$ cat config.mk
export PLATFORM = sky130hd
export DESIGN_NAME = dac_ctrl
export DESIGN_NICKNAME = d
export VERILOG_FILES = /design/src/dac_ctrl_pkg.sv /design/src/dac_ctrl.sv
export SDC_FILE = /design/constraint.sdc
export NUM_CORES = 1
export LEC_CHECK = 0
export BUFFER_PORTS_ARGS = -buffer_cell sky130_fd_sc_hd__buf_2
export CORE_UTILIZATION = 45
export CTS_CLUSTER_SIZE = 20
export DETAILED_ROUTE_END_ITERATION = 8
export PLACE_DENSITY = 0.64
export SYNTH_ARGS = -nofsm -noshare
export SYNTH_HDL_FRONTEND = slang
export SYNTH_SLANG_ARGS = --single-unit
$ cat constraint.sdc
create_clock -name aclk -period 2.9 [get_ports aclk]
set_input_delay 0.435 -clock aclk [delete_from_list [all_inputs] [get_ports aclk]]
set_output_delay 0.435 -clock aclk [all_outputs]
set_load 0.05 [all_outputs]
$ cat src/dac_ctrl_pkg.sv
// Purpose: Constants for the two-channel converter controller
// Assumes: 100 MHz aclk, AXI4-Lite with 32-bit data
// Notes: Offsets are byte addresses
package dac_ctrl_pkg;
  localparam logic [7:0] off_control_command = 8'h00;
  localparam logic [7:0] off_mode_config = 8'h04;
  localparam logic [7:0] off_channel_enable_set = 8'h10;
  localparam logic [7:0] off_channel_enable_clear = 8'h14;
  localparam logic [7:0] off_channel_enable_state = 8'h18;
  localparam logic [7:0] off_conversion_data = 8'h20;
  localparam logic [7:0] off_irq_mask_set = 8'h24;
  localparam logic [7:0] off_irq_mask_clear = 8'h28;
  localparam logic [7:0] off_irq_mask_state = 8'h2c;
  localparam logic [7:0] off_irq_flags = 8'h30;
  localparam logic [7:0] off_analog_bias_current = 8'h94;
  localparam logic [7:0] off_write_lock_mode = 8'he4;
  localparam logic [7:0] off_write_lock_status = 8'he8;
  // Mode field positions
  localparam int mr_ext_trigger_on = 0;
  localparam int mr_trigger_source_sel_lo = 1;
  localparam int mr_word = 4;
  localparam int mr_sleep = 5;
  localparam int mr_quick_wake_bit = 6;
  localparam int mr_refresh_lo = 8;
  localparam int mr_user_sel_lo = 16;
  localparam int mr_tag = 20;
  localparam int mr_max_rate_mode = 21;
  localparam int mr_startup_lo = 24;
  // Status bits
  localparam int isr_fifo_accept_flag = 0;
  localparam int isr_eoc = 1;
  localparam logic [31:0] mode_reset = 32'h00000000;
  localparam logic [31:0] write_mask_mode = 32'h3f33ff7f;
  localparam logic [31:0] write_mask_bias = 32'h00000303;
  localparam logic [23:0] lock_key = 24'h444143;
  // Timing in conversion-clock periods, except refresh_mck, which counts aclk cycles
  localparam int conv_periods = 25;
  localparam int max_rate_mode_saving = 2;
  localparam int clk_div = 2;
  localparam logic [11:0] conv_cycles = 12'(conv_periods * clk_div);
  localparam logic [11:0] max_rate_mode_cycles = 12'((conv_periods - max_rate_mode_saving) * clk_div);
  localparam int refresh_mck = 1024;
  localparam logic [10:0] refresh_cycles = 11'(refresh_mck);
  localparam int startup_step = 64;
  localparam int fast_wake_div = 4;
  localparam int fifo_depth = 4;
  typedef enum logic [2:0] {
    st_off = 3'b000,
    st_idle = 3'b001,
    st_wake = 3'b010,
    st_wait_trig = 3'b011,
    st_convert = 3'b100
  } conv_state_t;
endpackage : dac_ctrl_pkg

$ cat src/dac_ctrl.sv
// Purpose: Digital control of a two-channel 12-bit converter
// Assumes: AXI4-Lite slave, single clock, triggers asynchronous
// Notes: Analog core sees code, strobe and power controls
`timescale 1ns/100ps
`default_nettype none
module dac_ctrl
  import dac_ctrl_pkg::*;
(
  input wire logic aclk,
  input wire logic aresetn,
  input wire logic [7:0] s_axi_awaddr,
  input wire logic s_axi_awvalid,
  output logic s_axi_awready,
  input wire logic [31:0] s_axi_wdata,
  input wire logic [3:0] s_axi_wstrb,
  input wire logic s_axi_wvalid,
  output logic s_axi_wready,
  output logic [1:0] s_axi_bresp,
  output logic s_axi_bvalid,
  input wire logic s_axi_bready,
  input wire logic [7:0] s_axi_araddr,
  input wire logic s_axi_arvalid,
  output logic s_axi_arready,
  output logic [31:0] s_axi_rdata,
  output logic [1:0] s_axi_rresp,
  output logic s_axi_rvalid,
  input wire logic s_axi_rready,
  input wire logic ext_trigger_pin,
  input wire logic [2:0] timer_trig,
  input wire logic [1:0] pwm_event,
  output logic [11:0] dac_code,
  output logic [1:0] dac_load,
  output logic core_on,
  output logic ref_on,
  output logic [1:0] bias_ctl,
  output logic irq
);
  ////////////////////////////////////////////////////////////
  // State
  logic aw_held, w_held, bvalid_q, rvalid_q;
  logic [7:0] awaddr_q;
  logic [31:0] wdata_q, rdata_q;
  logic [31:0] mode_config, bias_reg;
  logic [1:0] chan_en;
  logic [1:0] irq_mask;
  logic eoc_flag, lock_en, lock_viol;
  logic [7:0] lock_src;
  logic [15:0] fifo [fifo_depth];
  logic [1:0] rd_ptr, wr_ptr;
  logic [2:0] count;
  conv_state_t state;
  logic [11:0] timer;
  logic [10:0] refresh_cnt;
  logic refresh_ch;
  logic [5:0] trig_s1, trig_s2, trig_s3;
  logic next_aw_held, next_w_held, next_bvalid, next_rvalid;
  logic [7:0] next_awaddr;
  logic [31:0] next_wdata, next_rdata, next_mode, next_bias;
  logic [1:0] next_chan_en, next_irq_mask, next_rd_ptr, next_wr_ptr, next_load;
  logic next_eoc, next_lock_en, next_lock_viol, next_core_on, next_ref_on;
  logic [7:0] next_lock_src;
  logic [2:0] next_count;
  conv_state_t next_state;
  logic [11:0] next_timer, next_code;
  logic [10:0] next_refresh_cnt;
  logic next_refresh_ch;
  logic [15:0] next_fifo [fifo_depth];
  logic do_write, do_read, soft_rst, data_wr, pop, trig_edge, fifo_accept_flag, tag_sel;
  logic [1:0] push_n;
  logic [5:0] trig_raw;
  logic [15:0] head;
  logic [31:0] isr_val;
  logic [11:0] startup_cycles;

  ////////////////////////////////////////////////////////////
  // Combinational helpers
  // trigger source
  assign trig_raw = {pwm_event, timer_trig, ext_trigger_pin};
  assign do_write = aw_held && w_held && !bvalid_q;
  assign do_read = s_axi_arvalid && !rvalid_q;
  assign soft_rst = do_write && awaddr_q == off_control_command && wdata_q[0];
  assign data_wr = do_write && awaddr_q == off_conversion_data;
  assign push_n = mode_config[mr_word] ? 2'd2 : 2'd1;
  assign fifo_accept_flag = (chan_en != 2'b00) && (count <= 3'(fifo_depth) - 3'(push_n));
  assign head = fifo[rd_ptr];
  assign isr_val = {30'h0, eoc_flag, fifo_accept_flag};
  assign irq = |(irq_mask & {eoc_flag, fifo_accept_flag});
  assign startup_cycles = mode_config[mr_quick_wake_bit] ?
      12'((startup_step * clk_div) / fast_wake_div) : 12'(startup_step * clk_div);
  assign s_axi_awready = !aw_held;
  assign s_axi_wready = !w_held;
  assign s_axi_bvalid = bvalid_q;
  assign s_axi_bresp = 2'b00;
  assign s_axi_arready = !rvalid_q;
  assign s_axi_rvalid = rvalid_q;
  assign s_axi_rdata = rdata_q;
  assign s_axi_rresp = 2'b00;
  assign bias_ctl = bias_reg[1:0];
  assign trig_edge = trig_s2[mode_config[mr_trigger_source_sel_lo +: 3]] && !trig_s3[mode_config[mr_trigger_source_sel_lo +: 3]];
  assign tag_sel = mode_config[mr_tag];

  ////////////////////////////////////////////////////////////
  // Bus and registers
  always_comb begin
    next_aw_held = aw_held;
    next_w_held = w_held;
    next_awaddr = awaddr_q;
    next_wdata = wdata_q;
    next_bvalid = bvalid_q;
    next_rvalid = rvalid_q;
    next_rdata = rdata_q;
    next_mode = mode_config;
    next_bias = bias_reg;
    next_chan_en = chan_en;
    next_irq_mask = irq_mask;
    next_eoc = eoc_flag;
    next_lock_en = lock_en;
    next_lock_viol = lock_viol;
    next_lock_src = lock_src;
    if (s_axi_awvalid && !aw_held) begin
      next_aw_held = 1'b1;
      next_awaddr = s_axi_awaddr;
    end
    if (s_axi_wvalid && !w_held) begin
      next_w_held = 1'b1;
      next_wdata = s_axi_wdata;
    end
    if (bvalid_q && s_axi_bready) begin
      next_bvalid = 1'b0;
    end
    if (rvalid_q && s_axi_rready) begin
      next_rvalid = 1'b0;
    end
    if (do_read) begin
      next_rvalid = 1'b1;
      unique case (s_axi_araddr)
        off_mode_config: next_rdata = mode_config;
        off_channel_enable_state: next_rdata = {30'h0, chan_en};
        off_irq_mask_state: next_rdata = {30'h0, irq_mask};
        off_irq_flags: begin
          next_rdata = isr_val;
          next_eoc = 1'b0;
        end
        off_analog_bias_current: next_rdata = bias_reg;
        off_write_lock_mode: next_rdata = {31'h0, lock_en};
        off_write_lock_status: begin
          next_rdata = {8'h0, 8'h0, lock_src, 7'h0, lock_viol};
          next_lock_viol = 1'b0;
        end
        default: next_rdata = 32'h00000000;
      endcase
    end
    if (do_write) begin
      next_aw_held = 1'b0;
      next_w_held = 1'b0;
      next_bvalid = 1'b1;
      if (lock_en && (awaddr_q == off_mode_config || awaddr_q == off_channel_enable_set ||
          awaddr_q == off_channel_enable_clear || awaddr_q == off_analog_bias_current)) begin
        next_lock_viol = 1'b1;
        next_lock_src = awaddr_q;
      end else begin
        unique case (awaddr_q)
          off_mode_config: next_mode = wdata_q & write_mask_mode;
          off_channel_enable_set: next_chan_en = chan_en | wdata_q[1:0];
          off_channel_enable_clear: next_chan_en = chan_en & ~wdata_q[1:0];
          off_irq_mask_set: next_irq_mask = irq_mask | wdata_q[1:0];
          off_irq_mask_clear: next_irq_mask = irq_mask & ~wdata_q[1:0];
          off_analog_bias_current: next_bias = wdata_q & write_mask_bias;
          off_write_lock_mode: begin
            if (wdata_q[31:8] == lock_key) begin
              next_lock_en = wdata_q[0];
            end
          end
          default: begin
          end
        endcase
      end
    end
    if (state == st_convert && timer == 12'd1) begin
      next_eoc = 1'b1;
    end
  end

  ////////////////////////////////////////////////////////////
  // FIFO and conversion sequencer
  always_comb begin
    next_fifo = fifo;
    next_rd_ptr = rd_ptr;
    next_wr_ptr = wr_ptr;
    next_count = count;
    next_state = state;
    next_timer = timer;
    next_code = dac_code;
    next_load = 2'b00;
    next_core_on = core_on;
    next_ref_on = ref_on;
    next_refresh_cnt = refresh_cnt;
    next_refresh_ch = refresh_ch;
    pop = 1'b0;
    if (data_wr && count <= 3'(fifo_depth) - 3'(push_n)) begin
      next_fifo[wr_ptr] = wdata_q[15:0];
      if (mode_config[mr_word]) begin
        next_fifo[2'(wr_ptr + 2'd1)] = wdata_q[31:16];
      end
      next_wr_ptr = 2'(wr_ptr + push_n);
    end
    unique case (state)
      st_off: begin
        next_core_on = 1'b0;
        next_ref_on = ref_on && mode_config[mr_quick_wake_bit];
        if (count != 3'd0 && chan_en != 2'b00) begin
          next_state = st_wake;
          next_timer = startup_cycles;
          next_core_on = 1'b1;
          next_ref_on = 1'b1;
        end
      end
      st_wake: begin
        next_timer = timer - 12'd1;
        if (timer <= 12'd1) begin
          next_state = st_idle;
        end
      end
      st_idle: begin
        if (count != 3'd0) begin
          next_state = mode_config[mr_ext_trigger_on] ? st_wait_trig : st_convert;
          next_timer = mode_config[mr_max_rate_mode] ? max_rate_mode_cycles : conv_cycles;
        end else if (mode_config[mr_sleep]) begin
          next_state = st_off;
          next_core_on = 1'b0;
          next_ref_on = mode_config[mr_quick_wake_bit];
        end
      end
      st_wait_trig: begin
        if (!mode_config[mr_ext_trigger_on] || trig_edge) begin
          next_state = st_convert;
        end
      end
      st_convert: begin
        next_timer = timer - 12'd1;
        if (timer == 12'd1) begin
          pop = 1'b1;
          next_rd_ptr = 2'(rd_ptr + 2'd1);
          next_code = head[11:0];
          next_load = 2'b01 << (tag_sel ? head[12] : mode_config[mr_user_sel_lo]);
          next_state = st_idle;
        end
      end
      default: next_state = st_off;
    endcase
    next_count = 3'(count + ((data_wr && count <= 3'(fifo_depth) - 3'(push_n)) ? {1'b0, push_n} : 3'd0)
        - (pop ? 3'd1 : 3'd0));
    if (mode_config[mr_refresh_lo +: 8] == 8'h01 && state != st_off) begin
      next_refresh_cnt = refresh_cnt + 11'd1;
      if (refresh_cnt == refresh_cycles - 11'd1) begin
        next_refresh_cnt = 11'd0;
        next_refresh_ch = !refresh_ch;
        if (next_load == 2'b00) begin
          next_load = chan_en & (2'b01 << refresh_ch);
        end
      end
    end else begin
      next_refresh_cnt = 11'd0;
    end
    if (chan_en == 2'b00) begin
      next_state = st_off;
      next_core_on = 1'b0;
      next_ref_on = 1'b0;
    end
  end

  ////////////////////////////////////////////////////////////
  // Registers
  always_ff @(posedge aclk) begin
    trig_s1 <= trig_raw;
    trig_s2 <= trig_s1;
    trig_s3 <= trig_s2;
    if (!aresetn) begin
      aw_held <= 1'b0;
      w_held <= 1'b0;
      bvalid_q <= 1'b0;
      rvalid_q <= 1'b0;
      awaddr_q <= 8'h00;
      wdata_q <= 32'h00000000;
      rdata_q <= 32'h00000000;
    end else begin
      aw_held <= next_aw_held;
      w_held <= next_w_held;
      bvalid_q <= next_bvalid;
      rvalid_q <= next_rvalid;
      awaddr_q <= next_awaddr;
      wdata_q <= next_wdata;
      rdata_q <= next_rdata;
    end
    if (!aresetn || soft_rst) begin
      mode_config <= mode_reset;
      bias_reg <= 32'h00000000;
      chan_en <= 2'b00;
      irq_mask <= 2'b00;
      eoc_flag <= 1'b0;
      lock_en <= 1'b0;
      lock_viol <= 1'b0;
      lock_src <= 8'h00;
      rd_ptr <= 2'b00;
      wr_ptr <= 2'b00;
      count <= 3'd0;
      state <= st_off;
      timer <= 12'h000;
      dac_code <= 12'h000;
      dac_load <= 2'b00;
      core_on <= 1'b0;
      ref_on <= 1'b0;
      refresh_cnt <= 11'h000;
      refresh_ch <= 1'b0;
      for (int i = 0; i < fifo_depth; i++) begin
        fifo[i] <= 16'h0000;
      end
    end else begin
      mode_config <= next_mode;
      bias_reg <= next_bias;
      chan_en <= next_chan_en;
      irq_mask <= next_irq_mask;
      eoc_flag <= next_eoc;
      lock_en <= next_lock_en;
      lock_viol <= next_lock_viol;
      lock_src <= next_lock_src;
      rd_ptr <= next_rd_ptr;
      wr_ptr <= next_wr_ptr;
      count <= next_count;
      state <= next_state;
      timer <= next_timer;
      dac_code <= next_code;
      dac_load <= next_load;
      core_on <= next_core_on;
      ref_on <= next_ref_on;
      refresh_cnt <= next_refresh_cnt;
      refresh_ch <= next_refresh_ch;
      fifo <= next_fifo;
    end
  end
endmodule : dac_ctrl
`default_nettype wire

==> results of run 1 <==
[cells by family after synthesis]
logic type / synth area share
and+or+nand+nor: 0.2016
AOI/OAI and AO/OA: 0.2039
DFF: 0.4573
buffers and inverters: 0.04771
muxes: 0.06133
xor gates and xnor gates: 0.01631
adders and majority gates: 0.01153
other: 0.0003676
[worst max-delay path by stage]
stage | from | to | slack (ns) | cells after the start
2_1_floorplan | timer[2] | count[2] | 0.15 | 12
3_3_place_gp | count[0] | count[2] | 0.12 | 12
3_5_place_dp | count[0] | count[2] | 0.1 | 12
4_1_cts | mode_config[4] | count[2] | 0.07 | 12
5_1_grt | mode_config[4] | count[2] | -0.003 | 12
6_report | mode_config[4] | count[2] | 0.18 | 12
[placed cells by master (no fill, tap or decap), types with 8 or more instances in the layout]
cell type and count:
mux2i_1 31, mux4_2 14, o22ai_1 33, a21boi_0 54
a31oi_1 16, nand2_1 194, nand3_1 28, clkbuf_16 26
xnor2_1 12, nor3_1 17, o21a_1 55, buf_2 109
conb_1 11, dfxtp_1 232, buf_4 36, a22oi_1 8
nor2_1 58, nand2b_1 24, nand4_1 11, inv_1 21
and3_1 11, nor2b_1 14, o21ai_0 18, a21oi_1 112
or2_2 8
[layer usage]
| layer | wire (um) | part of all wire | global-route usage | up-vias |
|---|---|---|---|---|
| met1 | 12890 | 0.47 | 0.3284 | 4124 |
| li1 | - | - | - | 4277 |
| met4 | 695 | 0.025 | 0.06975 | 0 |
| met2 | 12260 | 0.45 | 0.3720 | 258 |
| met3 | 1434 | 0.053 | 0.03072 | 47 |
| met5 | 0 | 0 | 0 | - |
[final cells by class]
type                            count  area [um2]  share of cell area
Multi-Input combinational cell    831        5120              0.4256
Inverter                           21       78.83            0.006552
Clock inverter                     12       202.7             0.01685
Clock buffer                       33       706.9             0.05876
Timing Repair Buffer              152       905.9             0.07530
Sequential cell                   233        4666              0.3878
Tap cell                          280       350.3             0.02912
[power groups by stage]
stage,clock network (mW),registers [mW],logic (mW)
finish,3.49,3.33,0.403
global route,3.69,3.33,0.439
floorplan,0,3.38,0.267
CTS,3.54,3.33,0.400
detailed placement,0,3.40,0.394
global placement,0,3.39,0.392
[Yosys cell counts (11+ instances only)]
master / instances / area [um2]
a21boi_0: 54 / 405.4
a21oi_1: 112 / 560.5
a31oi_1: 16 / 100.1
and3_1: 11 / 68.82
buf_4: 15 / 112.6
clkbuf_1: 60 / 225.2
dfxtp_1: 233 / 4664
inv_1: 21 / 78.83
mux2i_1: 31 / 310.3
mux4_2: 14 / 315.3
nand2_1: 194 / 728.2
nand2b_1: 24 / 150.1
nand3_1: 28 / 140.1
nand4_1: 11 / 68.82
nor2_1: 59 / 221.5
nor2b_1: 15 / 93.84
nor3_1: 17 / 85.08
o21a_1: 55 / 412.9
o21ai_0: 18 / 90.09
o22ai_1: 33 / 206.5
xnor2_1: 13 / 113.9
[metrics by stage]
stage | cell area (um2) | hold slack [ns] | util
after floorplan | 10240 | 0.3096 | -
after global placement | 11050 | 0.3146 | 0.5018
after detailed placement | 11050 | 0.3121 | 0.5018
after CTS | 12000 | 0.0004042 | 0.5449
after global routing | 12030 | 0.01124 | 0.5462
final | 12030 | 0.02004 | 0.5462
[timing repair]
action	CTS	global route
setup buffers	0	0
gates resized for setup	0	4
hold endpoints to repair	4	1
hold buffers	4	1
endpoints found under the setup margin	0	1
==> flow_summary.yaml, run 1 <==
outcome:
  status: "finished with violations"
  failed_checks: "design-rule violations"
global_routing:
  first_global_vias: 8248
  grt-ovfl-total: 0
  track_usage: 0.2333
  antenna_found_initial: 0
  grt_first_pass_wirelength_um: 43980
  grt_max_degree: 70
sta:
  min_period_ns: 2.719
  setup_viol: 0
  setup_tns_ns: 0
  fmaxAchievable_mhz: 367.8
  slew_violations: 0
  max-slew-margin-rel: 0.4025
  hold_violations: 0
  fin_crit_sh: 0.9375
  worst_pin_slew_ns: 0.8950
  finalClockSkew_ns: 0.01918
  finalWorstSetupSlack_ns: 0.1812
clocking:
  cts_tree: "built"
  clock_sinks: 233
  path_clk_slew_ns: 0.06
  worstSkewPairLatency_ns: 0.54
  cts_root_buf: "clkbuf_16"
  htreeDepth: 1
  clk_path_buf_depth: 3
  cts_buffers: 26
synth:
  ys.flop_type: "dfxtp_1"
  synth_edf_count: 0
  ys_ff_latch: 233
  async_reset_ff_frac: 0
  seq_area_frac_synth: 0.4573
  syn_inst: 1166
  avgSynthCellArea_um2: 8.749
  synthesis.area_um2: 10200
  ys_warn_count: 0
  yosysUniqueCellTypes: 66
placed_design:
  io_buffers: 109
  gp_congestion: 0.8562
  placed_cells_incl_taps: 1512
  dp_slack_ns: 0.09572
  place_hpwl_um: 19300
setup_path:
  cp_num_buf_inv: 2
  crit_required_ns: 3.31
  ff2ff_path_depth: 12
  r2r-end: "count[2]"
  slowest_delay_ns: 0.40
  cp_max_fo: 3
  startpoint_type: "flop"
  r2r_setup_slack_ns: 0.18
  crit_chain: "inv_1 -> ha_1 -> or3b_4 -> and4_1 -> and2_1 -> xnor2_1 -> ha_1 -> inv_1 -> fa_1 -> xnor2_2 -> xnor2_1 -> nor2_1"
  crit_slowest_cell: "or3b_4"
  reg2reg_from: "mode_config[4]"
  critPathTopFamily: "adder cells"
  critPathKind: "flop to flop"
  cp-end-kind: "flop"
  worst_ep_arrival_time_ns: 3.13
final_layout:
  drive_gt1_frac: 0.1771
  syn2layout_area_growth_pct: 17.93
  max_flop_register: "fifo"
  top_regs: "fifo: 52 flops, wdata_q: 32 flops"
  num_antenna_cells: 0
  final_net_count: 1338
  fillCellCount: 2059
  largest_reg_flops: 52
  fin_cells: 1562
power:
  power_mw: 7.222
  leakage_nw: 4.627
  clock_power_share: 0.483
  peakVddDrop_v: 0.0003481
  switching_share: 0.2285
  p_sw_mw: 1.650
  power.internal_mw: 5.572
  p_seq_frac: 0.461
  comb_power_share: 0.056
  power_density_nw_per_um2: 600.3
hold_path:
  min_from: "pwm_event[1]"
  hp-class: "primary input to flop"
  hold_depth: 1
  hold_path_end: "trig_s1[5]"
floorplan:
  start_util: 0.4631
  die_w_um: 152.6
  io_pins: 125
  die_h_um: 152.6
  die_area_um2: 23270
  rows: 54
  coreArea_um2: 22030
drt:
  wire_per_inst_um: 17.47
  first_pass_iters: 9
  viasPerCell: 5.574
  ant_nets: 0
  drt_iter0_markers: 507
  vias: 8706
  drc: 3
  totalWireLength_um: 27280
run:
  maxCapViolations: 0
No activity file was read; power rests on OpenSTA's default activity.
==> inputs of run 2 (changes only) <==
--- a/config.mk
+++ b/config.mk
@@ -6,10 +6,10 @@
 export NUM_CORES = 1
 export LEC_CHECK = 0
 export BUFFER_PORTS_ARGS = -buffer_cell sky130_fd_sc_hd__buf_2
-export CORE_UTILIZATION = 45
+export CORE_UTILIZATION = 52
 export CTS_CLUSTER_SIZE = 20
 export DETAILED_ROUTE_END_ITERATION = 8
-export PLACE_DENSITY = 0.64
+export PLACE_DENSITY = 0.72
 export SYNTH_ARGS = -nofsm -noshare
 export SYNTH_HDL_FRONTEND = slang
 export SYNTH_SLANG_ARGS = --single-unit
==> run 2 against run 1 <==
The run now ends clean. Power shrank 2.9%. Critical path depth decreased by 2. Largest cell class unchanged. Global-route usage up 3.3 points. Count of clock-buffer cells in the layout is 1 higher. First-iteration DRC count grew 47%. Largest power group is now registers. Final cell count down 1.9%. Worst hold slack better by 0.0039 ns. Wire length shrank 3.1%. Clock skew down 0.0086 ns. Setup slack worse by 0.0040 ns.
==> flow_summary.yaml, run 2 (same netlist as run 1, synthesis figures left out) <==
outcome:
  status: "finished, final reports clean"
sta:
  hold_violations: 0
  setup_tns_ns: 0
  min_period_ns: 2.723
  fin_crit_sh: 0.9389
  max-slew-margin-rel: 0.4085
  whs_ns: 0.02394
  finalClockSkew_ns: 0.01059
  setup_viol: 0
  rsz0062_at_grt: "false"
  slew_violations: 0
  fmaxAchievable_mhz: 367.3
  worst_pin_slew_ns: 0.8854
final_layout:
  largest_reg_flops: 52
  drive_gt1_frac: 0.1736
  regArea_um2: 4664
  final_net_count: 1328
  fillCellCount: 1634
  max_flop_register: "fifo"
  final_common_cell: "dfxtp_1"
  num_antenna_cells: 0
  final_cell_mix: "dfxtp_1 (233), nand2_1 (194), a21oi_1 (112)"
  utilization: 0.6263
  syn2layout_area_growth_pct: 16.39
  multiInputGateArea_um2: 5116
  top_regs: "fifo: 52 flops, wdata_q: 32 flops"
floorplan:
  io_pins: 125
  die_w_um: 142.1
  start_util: 0.5382
  coreArea_um2: 18960
  die_area_um2: 20180
  die_h_um: 142.1
  rows: 50
clocking:
  clock_sinks: 233
  worstSkewPairLatency_ns: 0.52
  path_clk_slew_ns: 0.06
  cts_tree: "built"
  hold_buffers: 0
  cts_root_buf: "clkbuf_16"
  htreeDepth: 1
  clk_path_buf_depth: 3
  cts-resized-gates: 0
  cts_buffers: 24
  cts_setup_buffers: 0
setup_path:
  crit_chain: "nor4_1 -> nand4_1 -> or2_2 -> xnor2_1 -> ha_1 -> inv_1 -> fa_2 -> xnor2_2 -> xnor2_1 -> nor2_1"
  critPathTopFamily: "simple AND/OR/NAND/NOR gates"
  r2r-end: "count[2]"
  r2r_setup_slack_ns: 0.18
  cp-end-kind: "flop"
  slowest_delay_ns: 0.51
  ff2ff_path_depth: 10
  cp_num_buf_inv: 1
  worst_ep_arrival_time_ns: 3.12
  cp_common_cell: "xnor2_1"
  crit_required_ns: 3.29
  critPathKind: "flop to flop"
  startpoint_type: "flop"
  reg2reg_from: "timer[8]"
  crit_slowest_cell: "nor4_1"
  cp_max_fo: 5
drt:
  drt_iter0_markers: 743
  vias: 8780
  wire_per_inst_um: 17.25
  ant_nets: 0
  first_pass_iters: 5
  drc: 0
  viasPerCell: 5.727
  totalWireLength_um: 26440
power:
  power_mw: 7.015
  power.internal_mw: 5.436
  p_seq_frac: 0.473
  p_sw_mw: 1.579
  clock_power_share: 0.470
  peakVddDrop_v: 0.0004067
  leakage_nw: 4.561
  switching_share: 0.2251
  power_density_nw_per_um2: 590.8
  comb_power_share: 0.057
global_routing:
  grt_first_pass_wirelength_um: 42730
  antenna_found_initial: 0
  track_usage: 0.2664
  grt-ovfl-total: 0
  grt_max_degree: 85
  first_global_vias: 8262
hold_path:
  hold_path_end: "trig_s1[3]"
  min_from: "timer_trig[2]"
  hp-class: "primary input to flop"
  hold_depth: 1
placed_design:
  place_hpwl_um: 18130
  io_buffers: 109
  gp_congestion: 0.8645
run:
  maxCapViolations: 0
-- run 2: changes by cell type in the layout (fill, tap and decap cells not counted), sizes merged --
cell	change
dlygate4sd3	-5
buf	-3
clkinv	-2
bufinv	-1
clkbuf	+1
clkinvlp	+1
-- run 2: layout make-up --
cell class	count	area share
inverter	21	0.006639
clock buffer	34	0.05891
tap	260	0.02740
sequential	233	0.3929
multi-input combinational	831	0.4309
clock inverter	10	0.01307
timing repair buffer	144	0.07019
-- run 2: worst reg2reg max path: stages (launching register included) --
cell and delay (ns):
dfxtp_1 0.34, nor4_1 0.51, nand4_1 0.29, or2_2 0.39
xnor2_1 0.17, ha_1 0.16, inv_1 0.05, fa_2 0.36
xnor2_2 0.14, xnor2_1 0.14, nor2_1 0.05
-- run 2: worst max path at each step --
stage,start,endpoint,slack (ns),cells past startpoint
after floorplan,timer[2],count[2],0.15,12
after global placement,mode_config[4],count[2],0.13,12
after detailed placement,mode_config[4],count[2],0.07,12
after CTS,mode_config[4],count[2],0.05,12
after global routing,timer[8],count[2],0.12,10
final,timer[8],count[2],0.18,10
-- run 2: power by group through the flow --
| stage | combinational, mW | clock, mW | sequential [mW] |
|---|---|---|---|
| finish | 0.399 | 3.30 | 3.32 |
| global route | 0.435 | 3.49 | 3.32 |
| CTS | 0.397 | 3.34 | 3.32 |
| detailed placement | 0.395 | 0 | 3.39 |
| global placement | 0.391 | 0 | 3.39 |
| floorplan | 0.267 | 0 | 3.38 |
-- run 2: through the flow --
step                      std cells  setup slack, ns  cell area, um2
final                          1533           0.1772           11870
after global placement         1489           0.1278           11010
after detailed placement       1489          0.07398           11010
after CTS                      1533          0.04503           11860
after floorplan                1176           0.1469           10240
after global routing           1533           0.1163           11870
-- run 2: metal layers --
layer | share of wire | GRT usage | vias up
met1 | 0.45 | 0.3685 | 4153
met3 | 0.065 | 0.04307 | 44
met4 | 0.023 | 0.08319 | 0
met2 | 0.46 | 0.4254 | 313
met5 | 0 | 0 | -
li1 | - | - | 4270
